## src/ioc_pkg.sv

```systemverilog
/*
 * Constants, carrier structs and the state type of the isolated output
 * command controller.
 * Assumes the ASCII framing of the serial link and 13 output channels.
 */
package ioc_pkg;
    localparam logic [7:0] CH_CR = 8'h0d;
    localparam logic [7:0] CH_BANG = 8'h21;
    localparam logic [7:0] CH_QM = 8'h3f;
    localparam logic [7:0] CH_GT = 8'h3e;
    localparam logic [7:0] CH_TILDE = 8'h7e;
    localparam logic [7:0] CH_DOLLAR = 8'h24;
    localparam logic [7:0] CH_HASH = 8'h23;
    localparam logic [7:0] CH_AT = 8'h40;
    localparam logic [7:0] CH_PCT = 8'h25;
    localparam logic [7:0] CH_STAR = 8'h2a;
    localparam logic [7:0] CH_0 = 8'h30;
    localparam logic [7:0] CH_9 = 8'h39;
    localparam logic [7:0] CH_A = 8'h41;
    localparam logic [7:0] CH_F = 8'h46;
    localparam logic [7:0] CH_LA = 8'h61;
    localparam logic [7:0] CH_LF = 8'h66;
    localparam logic [7:0] HEX_UC = 8'h37;
    localparam logic [7:0] HEX_LC = 8'h57;
    localparam logic [7:0] CMD_STATUS = 8'h30;
    localparam logic [7:0] CMD_CLRTMO = 8'h31;
    localparam logic [7:0] CMD_RDCFG = 8'h32;
    localparam logic [7:0] CMD_RDSYNC = 8'h34;
    localparam logic [7:0] CMD_RDRST = 8'h35;
    localparam logic [7:0] CMD_RDIO = 8'h36;
    localparam logic [7:0] TYPE_DIO = 8'h40;
    localparam logic [7:0] BAUD_MIN = 8'h03;
    localparam logic [7:0] BAUD_MAX = 8'h0a;
    localparam logic [7:0] STAT_OK = 8'h00;
    localparam logic [7:0] STAT_TMO = 8'h04;
    localparam logic [7:0] PAD_B = 8'h00;
    localparam logic [7:0] BB_LO0 = 8'h00;
    localparam logic [7:0] BB_LOA = 8'h0a;
    localparam logic [7:0] BB_HI = 8'h0b;
    localparam logic [3:0] GRP_LO1 = 4'h1;
    localparam logic [3:0] GRP_LOA = 4'ha;
    localparam logic [3:0] GRP_HI = 4'hb;
    localparam logic [7:0] HI_MAX = 8'h1f;
    localparam logic [3:0] HI_CH_MAX = 4'h4;
    localparam logic [7:0] BIT_MAX = 8'h01;
    localparam logic [7:0] FMT_RSVD = 8'h3f;
    localparam int FMT_CHK = 6;
    localparam int FMT_EDGE = 7;
    localparam int BUF_DEPTH = 16;
    localparam int REP_DEPTH = 12;
    localparam int REP_W = 8 * REP_DEPTH;
    localparam logic [1:0] LOAD_CYC = 2'h3;
    localparam int CLK_MHZ = 40;
    localparam int MWD_TIME_US = 1000;
    localparam int MWD_CYC = MWD_TIME_US * CLK_MHZ;
    localparam int DO_W = 13;
    typedef struct packed {
        logic [7:0] id;
        logic [7:0] baud;
        logic [7:0] fmt;
    } ioc_cfg_t;
    typedef struct packed {
        ioc_cfg_t cfg;
        logic [DO_W-1:0] safe_val;
        logic [DO_W-1:0] pwron_val;
        logic tmo;
    } ioc_nv_t;
    localparam ioc_cfg_t FACTORY_CFG = '{id: 8'h01, baud: 8'h06, fmt: 8'h00};
    localparam ioc_cfg_t INIT_CFG = '{id: 8'h00, baud: 8'h06, fmt: 8'h00};
    typedef enum logic [1:0] {ST_LOAD, ST_RX, ST_EXEC, ST_TX} ioc_state_t;
endpackage

```

## src/ioc_cmd_ctrl.sv

```systemverilog
/*
 * Command interpreter and output-state control of a 13-channel output
 * module: frame parser, replies, timeout and reset flags, self watchdog.
 * Assumes a receiver/transmitter on sys_clk handing over whole bytes and
 * an external non-volatile store that presents its content on nv_in.
 */
// How it works
// - reset with timeout clear loads power-on value
// - host watchdog expiry forces safe value, status 04
// - output commands refused with '!' during timeout
// - timeout flag persists until clear-timeout command
// - output command applies value, answers '>'
// - reset flag set on reset, read clears
// - own watchdog restarts module when execution stalls
// - init mode uses address 00, 9600, no checksum
// - baud or checksum change needs init mode
// - configuration frame layout and its replies
// - new configuration stored, used after next reset
// - baud codes 03 to 0A select rates
// - format bit 6 enables checksum, reserved zero
// - format bit 7 selects counter update edge
// - read data high group first, trailing 00
// - factory address 01, type 40, 9600
// - init-mode read configuration returns stored settings
// - broadcast sampling captures state, no reply
`timescale 1ns/1ps
module ioc_cmd_ctrl
    import ioc_pkg::*;
#(
    parameter int MWD_CYCLES = MWD_CYC
) (
    input wire logic sys_clk,
    input wire logic sys_rst,
    input wire logic init_n_pin,
    input wire logic [7:0] rx_data,
    input wire logic rx_valid,
    input wire logic tx_ready,
    input wire logic hwd_expire,
    input wire ioc_nv_t nv_in,
    input wire logic nv_blank,
    output logic [DO_W-1:0] do_out,
    output logic [7:0] tx_data,
    output logic tx_valid,
    output logic nv_cfg_wr,
    output ioc_cfg_t nv_cfg_out,
    output logic nv_tmo_out,
    output logic [7:0] baud_code_out,
    output logic chk_enabled,
    output logic cnt_edge_rise,
    output logic init_mode,
    output logic reset_flag
);
    function automatic logic [4:0] hn(input logic [7:0] c);
        if (c >= CH_0 && c <= CH_9) hn = {1'b1, 4'(c - CH_0)};
        else if (c >= CH_A && c <= CH_F) hn = {1'b1, 4'(c - HEX_UC)};
        else if (c >= CH_LA && c <= CH_LF) hn = {1'b1, 4'(c - HEX_LC)};
        else hn = 5'h00;
    endfunction

    function automatic logic [8:0] hx2(input logic [7:0] a, input logic [7:0] b);
        logic [4:0] x;
        logic [4:0] y;
        x = hn(a);
        y = hn(b);
        hx2 = {x[4] & y[4], x[3:0], y[3:0]};
    endfunction

    function automatic logic [7:0] th(input logic [3:0] n);
        th = (n < 4'ha) ? CH_0 + {4'h0, n} : HEX_UC + {4'h0, n};
    endfunction

    function automatic logic [15:0] hb(input logic [7:0] b);
        hb = {th(b[7:4]), th(b[3:0])};
    endfunction

    // ------------------------------------------------------------
    // state
    // ------------------------------------------------------------
    ioc_state_t st_reg, st_next;
    logic [1:0] ld_reg, ld_next;
    logic [2:0] pin_reg, pin_next;
    logic pin_flt_reg, pin_flt_next;
    logic init_reg, init_next;
    ioc_cfg_t act_reg, act_next;
    ioc_cfg_t nvcfg_reg, nvcfg_next;
    logic [DO_W-1:0] safe_reg, safe_next;
    logic [DO_W-1:0] pwron_reg, pwron_next;
    logic [DO_W-1:0] do_reg, do_next;
    logic tmo_reg, tmo_next;
    logic rst_flag_reg, rst_flag_next;
    logic [7:0] buf_reg [BUF_DEPTH];
    logic [7:0] buf_next [BUF_DEPTH];
    logic [4:0] cnt_reg, cnt_next;
    logic ovf_reg, ovf_next;
    logic [REP_W-1:0] rep_reg, rep_next;
    logic [3:0] rem_reg, rem_next;
    logic [7:0] tx_data_reg, tx_data_next;
    logic tx_valid_reg, tx_valid_next;
    logic nv_wr_reg, nv_wr_next;
    logic [DO_W-1:0] sync_val_reg, sync_val_next;
    logic sync_have_reg, sync_have_next;
    logic sync_new_reg, sync_new_next;
    logic [23:0] mwd_reg, mwd_next;
    logic mwd_fire;
    logic clr_tmo;

    // ------------------------------------------------------------
    // strap synchroniser
    // ------------------------------------------------------------
    // free running through reset: the strap must have settled by the load cycle
    always_comb begin
        pin_next = {pin_reg[1:0], init_n_pin};
        // a pin change counts only once the last two stages agree
        pin_flt_next = (pin_reg[2] == pin_reg[1]) ? pin_reg[2] : pin_flt_reg;
    end

    always_ff @(posedge sys_clk) begin
        pin_reg <= pin_next;
        pin_flt_reg <= pin_flt_next;
    end

    // ------------------------------------------------------------
    // next-state logic
    // ------------------------------------------------------------
    always_comb begin
        logic [REP_W-1:0] rv;
        logic [3:0] rl;
        logic [4:0] n;
        logic [7:0] sum;
        logic [8:0] ck, id, f1, f2, f3, f4;
        logic ok, addr_ok, good;
        logic [DO_W-1:0] newv;
        rv = '0;
        rl = 4'h0;
        n = cnt_reg;
        sum = 8'h00;
        ck = '0;
        id = '0;
        f1 = '0;
        f2 = '0;
        f3 = '0;
        f4 = '0;
        ok = 1'b0;
        addr_ok = 1'b0;
        good = 1'b0;
        newv = do_reg;
        clr_tmo = 1'b0;
        st_next = st_reg;
        ld_next = ld_reg;
        init_next = init_reg;
        act_next = act_reg;
        nvcfg_next = nvcfg_reg;
        safe_next = safe_reg;
        pwron_next = pwron_reg;
        do_next = do_reg;
        tmo_next = tmo_reg;
        rst_flag_next = rst_flag_reg;
        buf_next = buf_reg;
        cnt_next = cnt_reg;
        ovf_next = ovf_reg;
        rep_next = rep_reg;
        rem_next = rem_reg;
        tx_data_next = tx_data_reg;
        tx_valid_next = tx_valid_reg;
        nv_wr_next = 1'b0;
        sync_val_next = sync_val_reg;
        sync_have_next = sync_have_reg;
        sync_new_next = sync_new_reg;
        // kicked whenever the interpreter is back waiting for input
        mwd_next = (st_reg == ST_RX || st_reg == ST_LOAD) ? 24'h0 : mwd_reg + 24'h1;
        mwd_fire = (mwd_reg == 24'(MWD_CYCLES - 1));
        case (st_reg)
            ST_LOAD: begin
                ld_next = ld_reg + 2'h1;
                if (ld_reg == LOAD_CYC) begin
                    // the strap is only taken here, after the filter has settled
                    init_next = !pin_flt_reg;
                    nvcfg_next = nv_blank ? FACTORY_CFG : nv_in.cfg;
                    act_next = !pin_flt_reg ? INIT_CFG : nvcfg_next;
                    safe_next = nv_in.safe_val;
                    pwron_next = nv_in.pwron_val;
                    tmo_next = nv_in.tmo && !nv_blank;
                    do_next = tmo_next ? nv_in.safe_val : nv_in.pwron_val;
                    st_next = ST_RX;
                end
            end
            ST_RX: begin
                if (rx_valid) begin
                    if (rx_data == CH_CR) st_next = ST_EXEC;
                    else if (cnt_reg < 5'(BUF_DEPTH)) begin
                        buf_next[cnt_reg[3:0]] = rx_data;
                        cnt_next = cnt_reg + 5'h1;
                    end else ovf_next = 1'b1;
                end
            end
            ST_EXEC: begin
                cnt_next = 5'h0;
                ovf_next = 1'b0;
                ok = !ovf_reg;
                if (act_reg.fmt[FMT_CHK]) begin
                    n = cnt_reg - 5'h2;
                    ck = hx2(buf_reg[n[3:0]], buf_reg[4'(n + 5'h1)]);
                    for (int i = 0; i < BUF_DEPTH; i++) if (i < int'(n)) sum = sum + buf_reg[i];
                    ok = ok && cnt_reg >= 5'h2 && ck[8] && ck[7:0] == sum;
                end
                id = hx2(buf_reg[1], buf_reg[2]);
                addr_ok = ok && id[8] && id[7:0] == act_reg.id;
                f1 = hx2(buf_reg[3], buf_reg[4]);
                f2 = hx2(buf_reg[5], buf_reg[6]);
                f3 = hx2(buf_reg[7], buf_reg[8]);
                f4 = hx2(buf_reg[9], buf_reg[10]);
                if (addr_ok) begin
                    rv = REP_W'({CH_QM, hb(act_reg.id)});
                    rl = 4'h3;
                end
                case (buf_reg[0])
                    CH_TILDE: if (addr_ok && n == 5'h4) begin
                        if (buf_reg[3] == CMD_STATUS) begin
                            rv = REP_W'({CH_BANG, hb(act_reg.id), hb(tmo_reg ? STAT_TMO : STAT_OK)});
                            rl = 4'h5;
                        end else if (buf_reg[3] == CMD_CLRTMO) begin
                            clr_tmo = 1'b1;
                            rv = REP_W'({CH_BANG, hb(act_reg.id)});
                        end
                    end
                    CH_DOLLAR: if (addr_ok && n == 5'h4) begin
                        if (buf_reg[3] == CMD_RDCFG) begin
                            rv = REP_W'({CH_BANG, hb(act_reg.id), hb(TYPE_DIO), hb(nvcfg_reg.baud),
                                hb(nvcfg_reg.fmt)});
                            rl = 4'h9;
                        end else if (buf_reg[3] == CMD_RDSYNC && sync_have_reg) begin
                            rv = REP_W'({CH_BANG, CH_0 | {7'h00, sync_new_reg},
                                hb({3'h0, sync_val_reg[12:8]}), hb(sync_val_reg[7:0]), hb(PAD_B)});
                            rl = 4'h8;
                            sync_new_next = 1'b0;
                        end else if (buf_reg[3] == CMD_RDRST) begin
                            rv = REP_W'({CH_BANG, hb(act_reg.id), CH_0 | {7'h00, rst_flag_reg}});
                            rl = 4'h4;
                            rst_flag_next = 1'b0;
                        end else if (buf_reg[3] == CMD_RDIO) begin
                            rv = REP_W'({CH_BANG, hb({3'h0, do_reg[12:8]}), hb(do_reg[7:0]),
                                hb(PAD_B)});
                            rl = 4'h7;
                        end
                    end
                    CH_HASH: begin
                        if (ok && n == 5'h3 && buf_reg[1] == CH_STAR && buf_reg[2] == CH_STAR) begin
                            sync_val_next = do_reg;
                            sync_have_next = 1'b1;
                            sync_new_next = 1'b1;
                        end else if (addr_ok && n == 5'h7 && f1[8] && f2[8]) begin
                            if (f1[7:0] == BB_LO0 || f1[7:0] == BB_LOA) begin
                                newv[7:0] = f2[7:0];
                                good = 1'b1;
                            end else if (f1[7:0] == BB_HI && f2[7:0] <= HI_MAX) begin
                                newv[12:8] = f2[4:0];
                                good = 1'b1;
                            end else if ((f1[7:4] == GRP_LO1 || f1[7:4] == GRP_LOA) && !f1[3]
                                && f2[7:0] <= BIT_MAX) begin
                                newv[f1[2:0]] = f2[0];
                                good = 1'b1;
                            end else if (f1[7:4] == GRP_HI && f1[3:0] <= HI_CH_MAX
                                && f2[7:0] <= BIT_MAX) begin
                                newv[4'(f1[2:0]) + 4'h8] = f2[0];
                                good = 1'b1;
                            end
                        end
                    end
                    CH_AT: if (addr_ok && n == 5'h7 && f1[8] && f2[8] && f1[7:0] <= HI_MAX) begin
                        newv = {f1[4:0], f2[7:0]};
                        good = 1'b1;
                    end
                    CH_PCT: if (addr_ok && n == 5'hb && f1[8] && f2[8] && f3[8] && f4[8]
                        && f2[7:0] == TYPE_DIO && f3[7:0] >= BAUD_MIN && f3[7:0] <= BAUD_MAX
                        && (f4[7:0] & FMT_RSVD) == 8'h00
                        && (init_reg || (f3[7:0] == act_reg.baud
                        && f4[FMT_CHK] == act_reg.fmt[FMT_CHK]))) begin
                        nv_wr_next = 1'b1;
                        nvcfg_next = '{id: f1[7:0], baud: f3[7:0], fmt: f4[7:0]};
                        rv = REP_W'({CH_BANG, hb(f1[7:0])});
                    end
                    default: ;
                endcase
                if (good) begin
                    rv = REP_W'(tmo_reg ? CH_BANG : CH_GT);
                    rl = 4'h1;
                    if (!tmo_reg) do_next = newv;
                end
                if (rl != 4'h0) begin
                    if (act_reg.fmt[FMT_CHK]) begin
                        sum = 8'h00;
                        for (int i = 0; i < REP_DEPTH; i++) if (i < int'(rl)) sum = sum + rv[8*i +: 8];
                        rv = {rv[REP_W-17:0], hb(sum)};
                        rl = rl + 4'h2;
                    end
                    rv = {rv[REP_W-9:0], CH_CR};
                    rl = rl + 4'h1;
                    st_next = ST_TX;
                    tx_valid_next = 1'b1;
                    tx_data_next = rv[8*(int'(rl)-1) +: 8];
                end else st_next = ST_RX;
                rep_next = rv;
                rem_next = rl;
            end
            ST_TX: begin
                if (tx_ready) begin
                    if (rem_reg == 4'h1) begin
                        tx_valid_next = 1'b0;
                        st_next = ST_RX;
                    end else tx_data_next = rep_reg[8*(int'(rem_reg)-2) +: 8];
                    rem_next = rem_reg - 4'h1;
                end
            end
            default: st_next = ST_RX;
        endcase
        if (clr_tmo) tmo_next = 1'b0;
        // expiry after the clear so a coinciding event is kept
        if (hwd_expire) begin
            tmo_next = 1'b1;
            do_next = safe_next;
        end
        if (mwd_fire) begin
            // a stalled link partner also trips this: replies cannot hang forever
            st_next = ST_LOAD;
            ld_next = 2'h0;
            mwd_next = 24'h0;
            rst_flag_next = 1'b1;
            tx_valid_next = 1'b0;
            cnt_next = 5'h0;
        end
    end

    always_ff @(posedge sys_clk or posedge sys_rst) begin
        if (sys_rst) begin
            st_reg <= ST_LOAD;
            ld_reg <= 2'h0;
            init_reg <= 1'b0;
            act_reg <= FACTORY_CFG;
            nvcfg_reg <= FACTORY_CFG;
            safe_reg <= '0;
            pwron_reg <= '0;
            do_reg <= '0;
            tmo_reg <= 1'b0;
            rst_flag_reg <= 1'b1;
            for (int i = 0; i < BUF_DEPTH; i++) buf_reg[i] <= 8'h00;
            cnt_reg <= 5'h0;
            ovf_reg <= 1'b0;
            rep_reg <= '0;
            rem_reg <= 4'h0;
            tx_data_reg <= 8'h00;
            tx_valid_reg <= 1'b0;
            nv_wr_reg <= 1'b0;
            sync_val_reg <= '0;
            sync_have_reg <= 1'b0;
            sync_new_reg <= 1'b0;
            mwd_reg <= 24'h0;
        end else begin
            st_reg <= st_next;
            ld_reg <= ld_next;
            init_reg <= init_next;
            act_reg <= act_next;
            nvcfg_reg <= nvcfg_next;
            safe_reg <= safe_next;
            pwron_reg <= pwron_next;
            do_reg <= do_next;
            tmo_reg <= tmo_next;
            rst_flag_reg <= rst_flag_next;
            buf_reg <= buf_next;
            cnt_reg <= cnt_next;
            ovf_reg <= ovf_next;
            rep_reg <= rep_next;
            rem_reg <= rem_next;
            tx_data_reg <= tx_data_next;
            tx_valid_reg <= tx_valid_next;
            nv_wr_reg <= nv_wr_next;
            sync_val_reg <= sync_val_next;
            sync_have_reg <= sync_have_next;
            sync_new_reg <= sync_new_next;
            mwd_reg <= mwd_next;
        end
    end

    assign do_out = do_reg;
    assign tx_data = tx_data_reg;
    assign tx_valid = tx_valid_reg;
    assign nv_cfg_wr = nv_wr_reg;
    assign nv_cfg_out = nvcfg_reg;
    assign nv_tmo_out = tmo_reg;
    assign baud_code_out = act_reg.baud;
    assign chk_enabled = act_reg.fmt[FMT_CHK];
    assign cnt_edge_rise = act_reg.fmt[FMT_EDGE];
    assign init_mode = init_reg;
    assign reset_flag = rst_flag_reg;
endmodule // ioc_cmd_ctrl

```

## config.mk

```make
export PLATFORM = sky130hd
export DESIGN_NAME = ioc_cmd_ctrl
export DESIGN_NICKNAME = d
export VERILOG_FILES = /design/src/ioc_pkg.sv /design/src/ioc_cmd_ctrl.sv
export SDC_FILE = /design/constraint.sdc
export NUM_CORES = 2
export LEC_CHECK = 0
export ABC_AREA = 1
export BUFFER_PORTS_ARGS = -buffer_cell sky130_fd_sc_hd__buf_4
export CORE_ASPECT_RATIO = 0.9
export CORE_MARGIN = 4
export CORE_UTILIZATION = 50
export DETAILED_ROUTE_END_ITERATION = 8
export PLACE_DENSITY = 0.67
export SLEW_MARGIN = 20
export SYNTH_ARGS = -nofsm -noshare
export SYNTH_HDL_FRONTEND = slang
export SYNTH_SLANG_ARGS = --single-unit
```

## constraint.sdc

```tcl
create_clock -name sys_clk -period 27.2 [get_ports sys_clk]
set_input_delay 1.36 -clock sys_clk [delete_from_list [all_inputs] [get_ports sys_clk]]
set_output_delay 1.36 -clock sys_clk [all_outputs]
set_load 0.01 [all_outputs]
```

Yosys cells after proc, flatten, opt, wreduce, memory -nomap -nowiden
Index checks and enable logic that the tools add are counted.
{ "op_classes": {"add_sub_neg": 111, "n_mul": 0, "div_mod_pow": 0, "order_cmp": 134, "n_eq_ne": 69, "n_shift": 2, "n_mux": 306, "bitwise": 10, "n_reduce_logical": 111} }
{ "ops": {"columns": ["operator", "count"], "rows": [
  ["two-way mux 96 bit", 12],
  ["two-way mux 8 bit", 106],
  ["two-way mux 5 bit", 59],
  ["case mux 96 bit (3 select lines)", 1],
  ["two-way mux 88 bit", 3],
  ["adder 6 x 4 -> 7 bit, first input constant", 32],
  ["adder 8 bit", 26],
  [">= comparator 8 x 7 -> 1 bit, second input constant", 24],
  ["<= comparator 8 x 7 -> 1 bit, second input constant", 24],
  ["variable part select 96 x 8 -> 8 bit", 2],
  ["two-way mux 24 bit", 7],
  ["two-way mux 13 bit", 12],
  ["bitwise mux 128 bit", 1],
  ["two-way mux 7 bit", 18],
  [">= comparator 8 x 6 -> 1 bit, second input constant", 12],
  ["<= comparator 8 x 6 -> 1 bit, second input constant", 12],
  ["subtractor 4 x 3 -> 4 bit, second input constant", 24],
  ["== test 8 x 6 -> 1 bit, second input constant", 11],
  ["logical AND 1 bit", 70],
  ["binary-select mux 8 bit (select 4 bit)", 2],
  ["less-than comparator 4 bit, second input constant", 16],
  ["two-way mux 4 bit", 14],
  ["case mux 13 bit (2 select lines)", 2],
  ["subtractor 4 x 1 -> 4 bit, second input constant", 13],
  ["85 further kinds", 240]
]} }
{ "totals": {"register_bits": 368, "latch_bits": 0, "ramBits": 0, "rom_bits": 0, "input_bits": 66, "wordCells": 786, "memories": 0} }

Depth between registers and ports, before layout
{ "depth": {"depth_word": 152, "mapped_depth": 201, "ltp_nobuf": 197} }

Least setup slack after synthesis
Ideal clock, no wire load.
{ "synth_path": {"path_kind": "reg-to-reg", "startpoint": "register cnt_reg[1]", "endpoint": "register tx_data_reg[6], in the netlist tx_data[6]", "setup_time_ns": 0.116, "arrival_time_ns": 23.658, "t_required_ns": 27.084, "path_slack_ns": 3.426, "stages_incl_launch_ff": 157, "path_buffers": 3, "period_less_slack_ns": 23.774, "path_cell_list": "dfrtp_1 -> buf_2 -> inv_2 -> clkbuf_1 -> ha_1 -> nand2_2 -> nand2_4 -> nand4_1 -> buf_4 -> nor2_2 -> nor2_1 -> ha_1 -> fa_1 -> nand2_1 -> nand2_1 -> fa_1 -> nand2_1 -> nand2_1 -> (+121 left out) -> nand2_1 -> inv_1 -> ha_1 -> inv_1 -> a21oi_1 -> a21oi_2 -> ha_1 -> nand3_1 -> nand3_1 -> nand2_1 -> o21ai_1 -> nand2_1 -> nand2_1 -> nand2_1 -> nand2_1 -> nand2_1 -> nand2_1 -> nand2_1"} }
{ "synth_between": {"elab_chain_len": 152, "word_cells_on_any_way": 280} }
{ "synth_rtl": {"columns": ["element", "line", "source"], "rows": [
  ["start: declaration", "ioc_cmd_ctrl.sv:93", "logic [4:0] cnt_reg, cnt_next;"],
  ["start signal: assignment", "ioc_cmd_ctrl.sv:369", "cnt_reg <= cnt_next;"],
  ["branches (longest 152 deep; another with adder 8 bit)", null, null],
  ["end signal: assignment", "ioc_cmd_ctrl.sv:373", "tx_data_reg <= tx_data_next;"],
  ["end: declaration", "ioc_cmd_ctrl.sv:97", "logic [7:0] tx_data_reg, tx_data_next;"]
]} }
Several ways; the timed one is not identified. The select of a mux whose other input is x is not followed.
A chain may end at the register's enable or synchronous reset.

Worst setup path after layout
{ "layout_path": {"startpoint": "register cnt_reg[2]", "endpoint": "register tx_data_reg[4], in the netlist tx_data[4]"} }
Same word-level chain as after synthesis.

==> out/results.txt <==
The synthesized area per cell is 6.46 um^2, and the worst hold slack across all endpoints is 0.331 ns. The die covers 76100 um^2. Clock latency on the worst-skew pair, taken at its later pin, is 0.61 ns. The share of cells above drive strength 1 works out to 9.41%.

The first routing iteration left 5349 violations. After detailed routing, the total wire length is 152000 um. TritonCTS built the clock tree. In this run the count of I/O pins placed on the die edge is 126. Entering global routing, the biggest net connects 121 pins. For this run, design rule violations remaining after detail routing come to 0. Kind of cell adding the most delay to the critical path: simple AND/OR/NAND/NOR gates. After clock tree synthesis, the clock-pin slew on the worst setup and hold paths is 0.07 ns.

The total number of clock tree sinks is 343. The tightest min-delay check is of the flip-flop to flip-flop type. Setup violations remaining at the end of the flow were counted as 0.

Element type at the critical path end: a flip-flop. Overflow left after global routing: 0. The run finished with clean final reports.

Hold-critical path depth: 0. The path with the worst hold slack has its endpoint at pin_reg[1]$_DFF_P_. Detailed placement ended at an HPWL of 118000 um. The transition time at the pin with the least slew margin works out to 1.24 ns.

Once detail routing completed, the nets flagged for antenna violations numbered 0. The aggregate global-route resource usage is 38.6%, and the total core area is 70600 um^2. Dividing the detail-routed via count by the number of cells gives 6.09. In the final timing run, aggregate negative setup slack is 0 ns. The final count of hold timing violations was 0; the global-route wire length before repair was 227000 um. On the worst path, the slowest cell contributes a delay of 0.56 ns. Summing all placed instances gives a cell area of 37500 um^2. For this run, asynchronously set or reset flops after synthesis account for 98.8%. During synthesis, Yosys emitted a total of 0 warnings. Summing the sequential cell areas from Yosys gives 23.9% of the chip area. The largest driver fanout on the critical path is 11, and the die outline height is 262 um. In this run the register-to-register setup slack is 1.85 ns. The site row count is 92, and the number of buffers inserted during clock tree synthesis is 43. The tools report the worst relative slew slack as 17.5%. The slowest stage of the critical path belongs to the cell fa_1. The start-to-end type of the worst setup path is flip-flop to flip-flop. At the worst endpoint, the arrival time is 25.90 ns.

The total nets after synthesis came out at 5902. The dominant cell type by area after synthesis was dfrtp_1. The area of the mapped netlist was 35900 um^2; the final critical-path required period was 25.35 ns.

The top cell type's share of synthesized area is 23.2%, and the initial antenna violation count is 3. In the post-synthesis netlist, the cell with the most instances is nand2_1. The number of buffers and inverters on the critical path came out at 23. H-tree depth reported by CTS: 2.

Floorplan die width: 290 um. Excluding fillers, the count of instances in the completed layout stands at 6573. In this design, the critical path's most frequently occurring cell is nand2_1.

The depth of the worst register-to-register path is 159. The number of iterations in the first detailed-routing pass is 6. The origin of the worst min-delay path was pin_reg[0]$_DFF_P_. Once layout is done, the placed cells without fillers occupy 39400 um^2. Between clock sinks in the finished design, the worst skew comes to 0.0379 ns.

For the number of max-slew violations in the final report, the log shows 0. Buffers placed on the I/O ports in this run total 124. The commonest cells after synthesis are nand2_1 (1313), inv_1 (709), o21ai_0 (663). By area the synthesized netlist is led by dfrtp_1 (23%), nand2_1 (14%), o21ai_0 (9.2%). The register with the most flip-flops in the layout has 128 of them. After technology mapping, the gate count stands at 5554. For this run, the top clock speed supported by timing is 39.4 MHz. Period utilization: 93.2%.

The number of enable flip-flop cells after synthesis is 1, and the total of max-cap violations is 0. Synthesis instantiated 82 different standard cells from the library. First element of the critical path: cnt_reg[2]$_DFFE_PP0P_. The worst register-to-register path begins at cnt_reg[2]$_DFFE_PP0P_. The run gives 0 as the total of hold buffers inserted after clock tree synthesis.

In the final routed layout, each cell accounts on average for 23.2 um. Endpoint of the worst-slack reg-to-reg timing path: tx_data[4]$_DFFE_PP0P_. Number of global-route vias before repair: 35.5k. The clock passes through at most 3 buffers. Once placement completed, the tool counted placed cells totaling 6467. Across all layers, the routed design uses 40.1k vias. The tools report the data required time at the worst endpoint as 27.75 ns. For the initial core utilization, the log shows 50.9%.

Routability-driven placement finished with a final weighted congestion of 1.02. The worst setup path is launched from a flip-flop. The net count reported at finish is 5948. The area growth from synthesis to layout is 9.72%. Clock tree synthesis selected as its root buffer the cell clkbuf_16. The leading register cell type out of synthesis is dfrtp_1. In this run, synthesis produced a sequential element count of 343.
==> cell usage in the layout, fill, tap and decap left out, types with 25 or more instances in the layout <==
master     netlist  routed
o21ai_1         36      43
buf_4           18     203
inv_2           39      39
inv_1          709     704
xor2_1          85      83
xnor2_1         35      34
nor3_1          64      63
or2_2           48      48
clkbuf_16        0      45
nand4_1         52      52
nand3_1        398     397
ha_1           261     258
nand2_1       1313    1308
nor4_1          27      25
nand3_2         54      54
a31oi_1         31      31
o21ai_0        663     654
dfrtp_1        332     329
o22ai_1         36      36
a21oi_1        354     351
o211ai_1        78      78
nor2_1         421     420
==> per-stage QoR <==
stage	util (%)	worst slack [ns]
2_1_floorplan	-	3.43
3_3_place_gp	53.1	1.24
3_5_place_dp	53.1	0.926
4_1_cts	55.2	0.792
5_1_grt	55.8	-0.0530
6_report	55.8	1.85
==> metal layers <==
| layer | share of wire [%] | vias to the layer above | global-route usage [%] | routed length [um] |
|---|---|---|---|---|
| li1 | - | 18600 | - | - |
| met1 | 45 | 18700 | 58.9 | 68200 |
| met2 | 38 | 2462 | 52.4 | 58500 |
| met3 | 14 | 260 | 11.6 | 21400 |
| met4 | 2.7 | 0 | 9.66 | 4120 |
| met5 | 0 | - | 0 | 0 |
==> kinds of logic after synthesis <==
logic type      count (synthesis)  share of synthesized area [%]
buf+inv                       968                           10.7
xor+xnor                      122                           3.05
other cells                     1                         0.0104
fa+ha+maj                     282                           10.3
mux                            11                          0.310
simple gates                 2474                           30.5
flops                         343                           23.9
compound gates               1353                           21.2
==> worst register-to-register path: cells and delay by family, from the launching register on <==
family | cells | cell delay [ns]
fa+ha+maj | 26 | 9.52
xor+xnor | 8 | 1.33
compound gates | 13 | 1.99
flops | 1 | 0.44
buf+inv | 23 | 1.88
simple gates | 89 | 10.11
==> area by class of cell <==
class | count | area [um^2]
multi-input cells | 4243 | 23600
diodes | 1 | 2.50
flip-flops and latches | 343 | 8590
clock buffers | 54 | 1200
fillers | 7146 | 31200
well taps | 940 | 1180
inverters | 764 | 2910
clock inverters | 23 | 295
repair buffers | 205 | 1560
==> repair_timing <==
action	in CTS	in global routing
endpoints found under the setup margin	0	20
resized for setup	0	45
buffers inserted	0	28
hold endpoints to repair	0	0
==> worst max path at each step <==
stage	endpoint	slack [ns]	depth (start not counted)
finish	tx_data[4]$_DFFE_PP0P_	1.85	159
global route	tx_data[4]$_DFFE_PP0P_	-0.05	158
CTS	tx_data[4]$_DFFE_PP0P_	0.79	157
detailed placement	tx_data[4]$_DFFE_PP0P_	0.93	157
global placement	tx_data[6]$_DFFE_PP0P_	1.24	157
floorplan	tx_data[6]$_DFFE_PP0P_	3.43	156
Power is left out: the tool's default activity adds up to more than one toggle a clock period on the data nets, which glitch-free logic cannot reach.
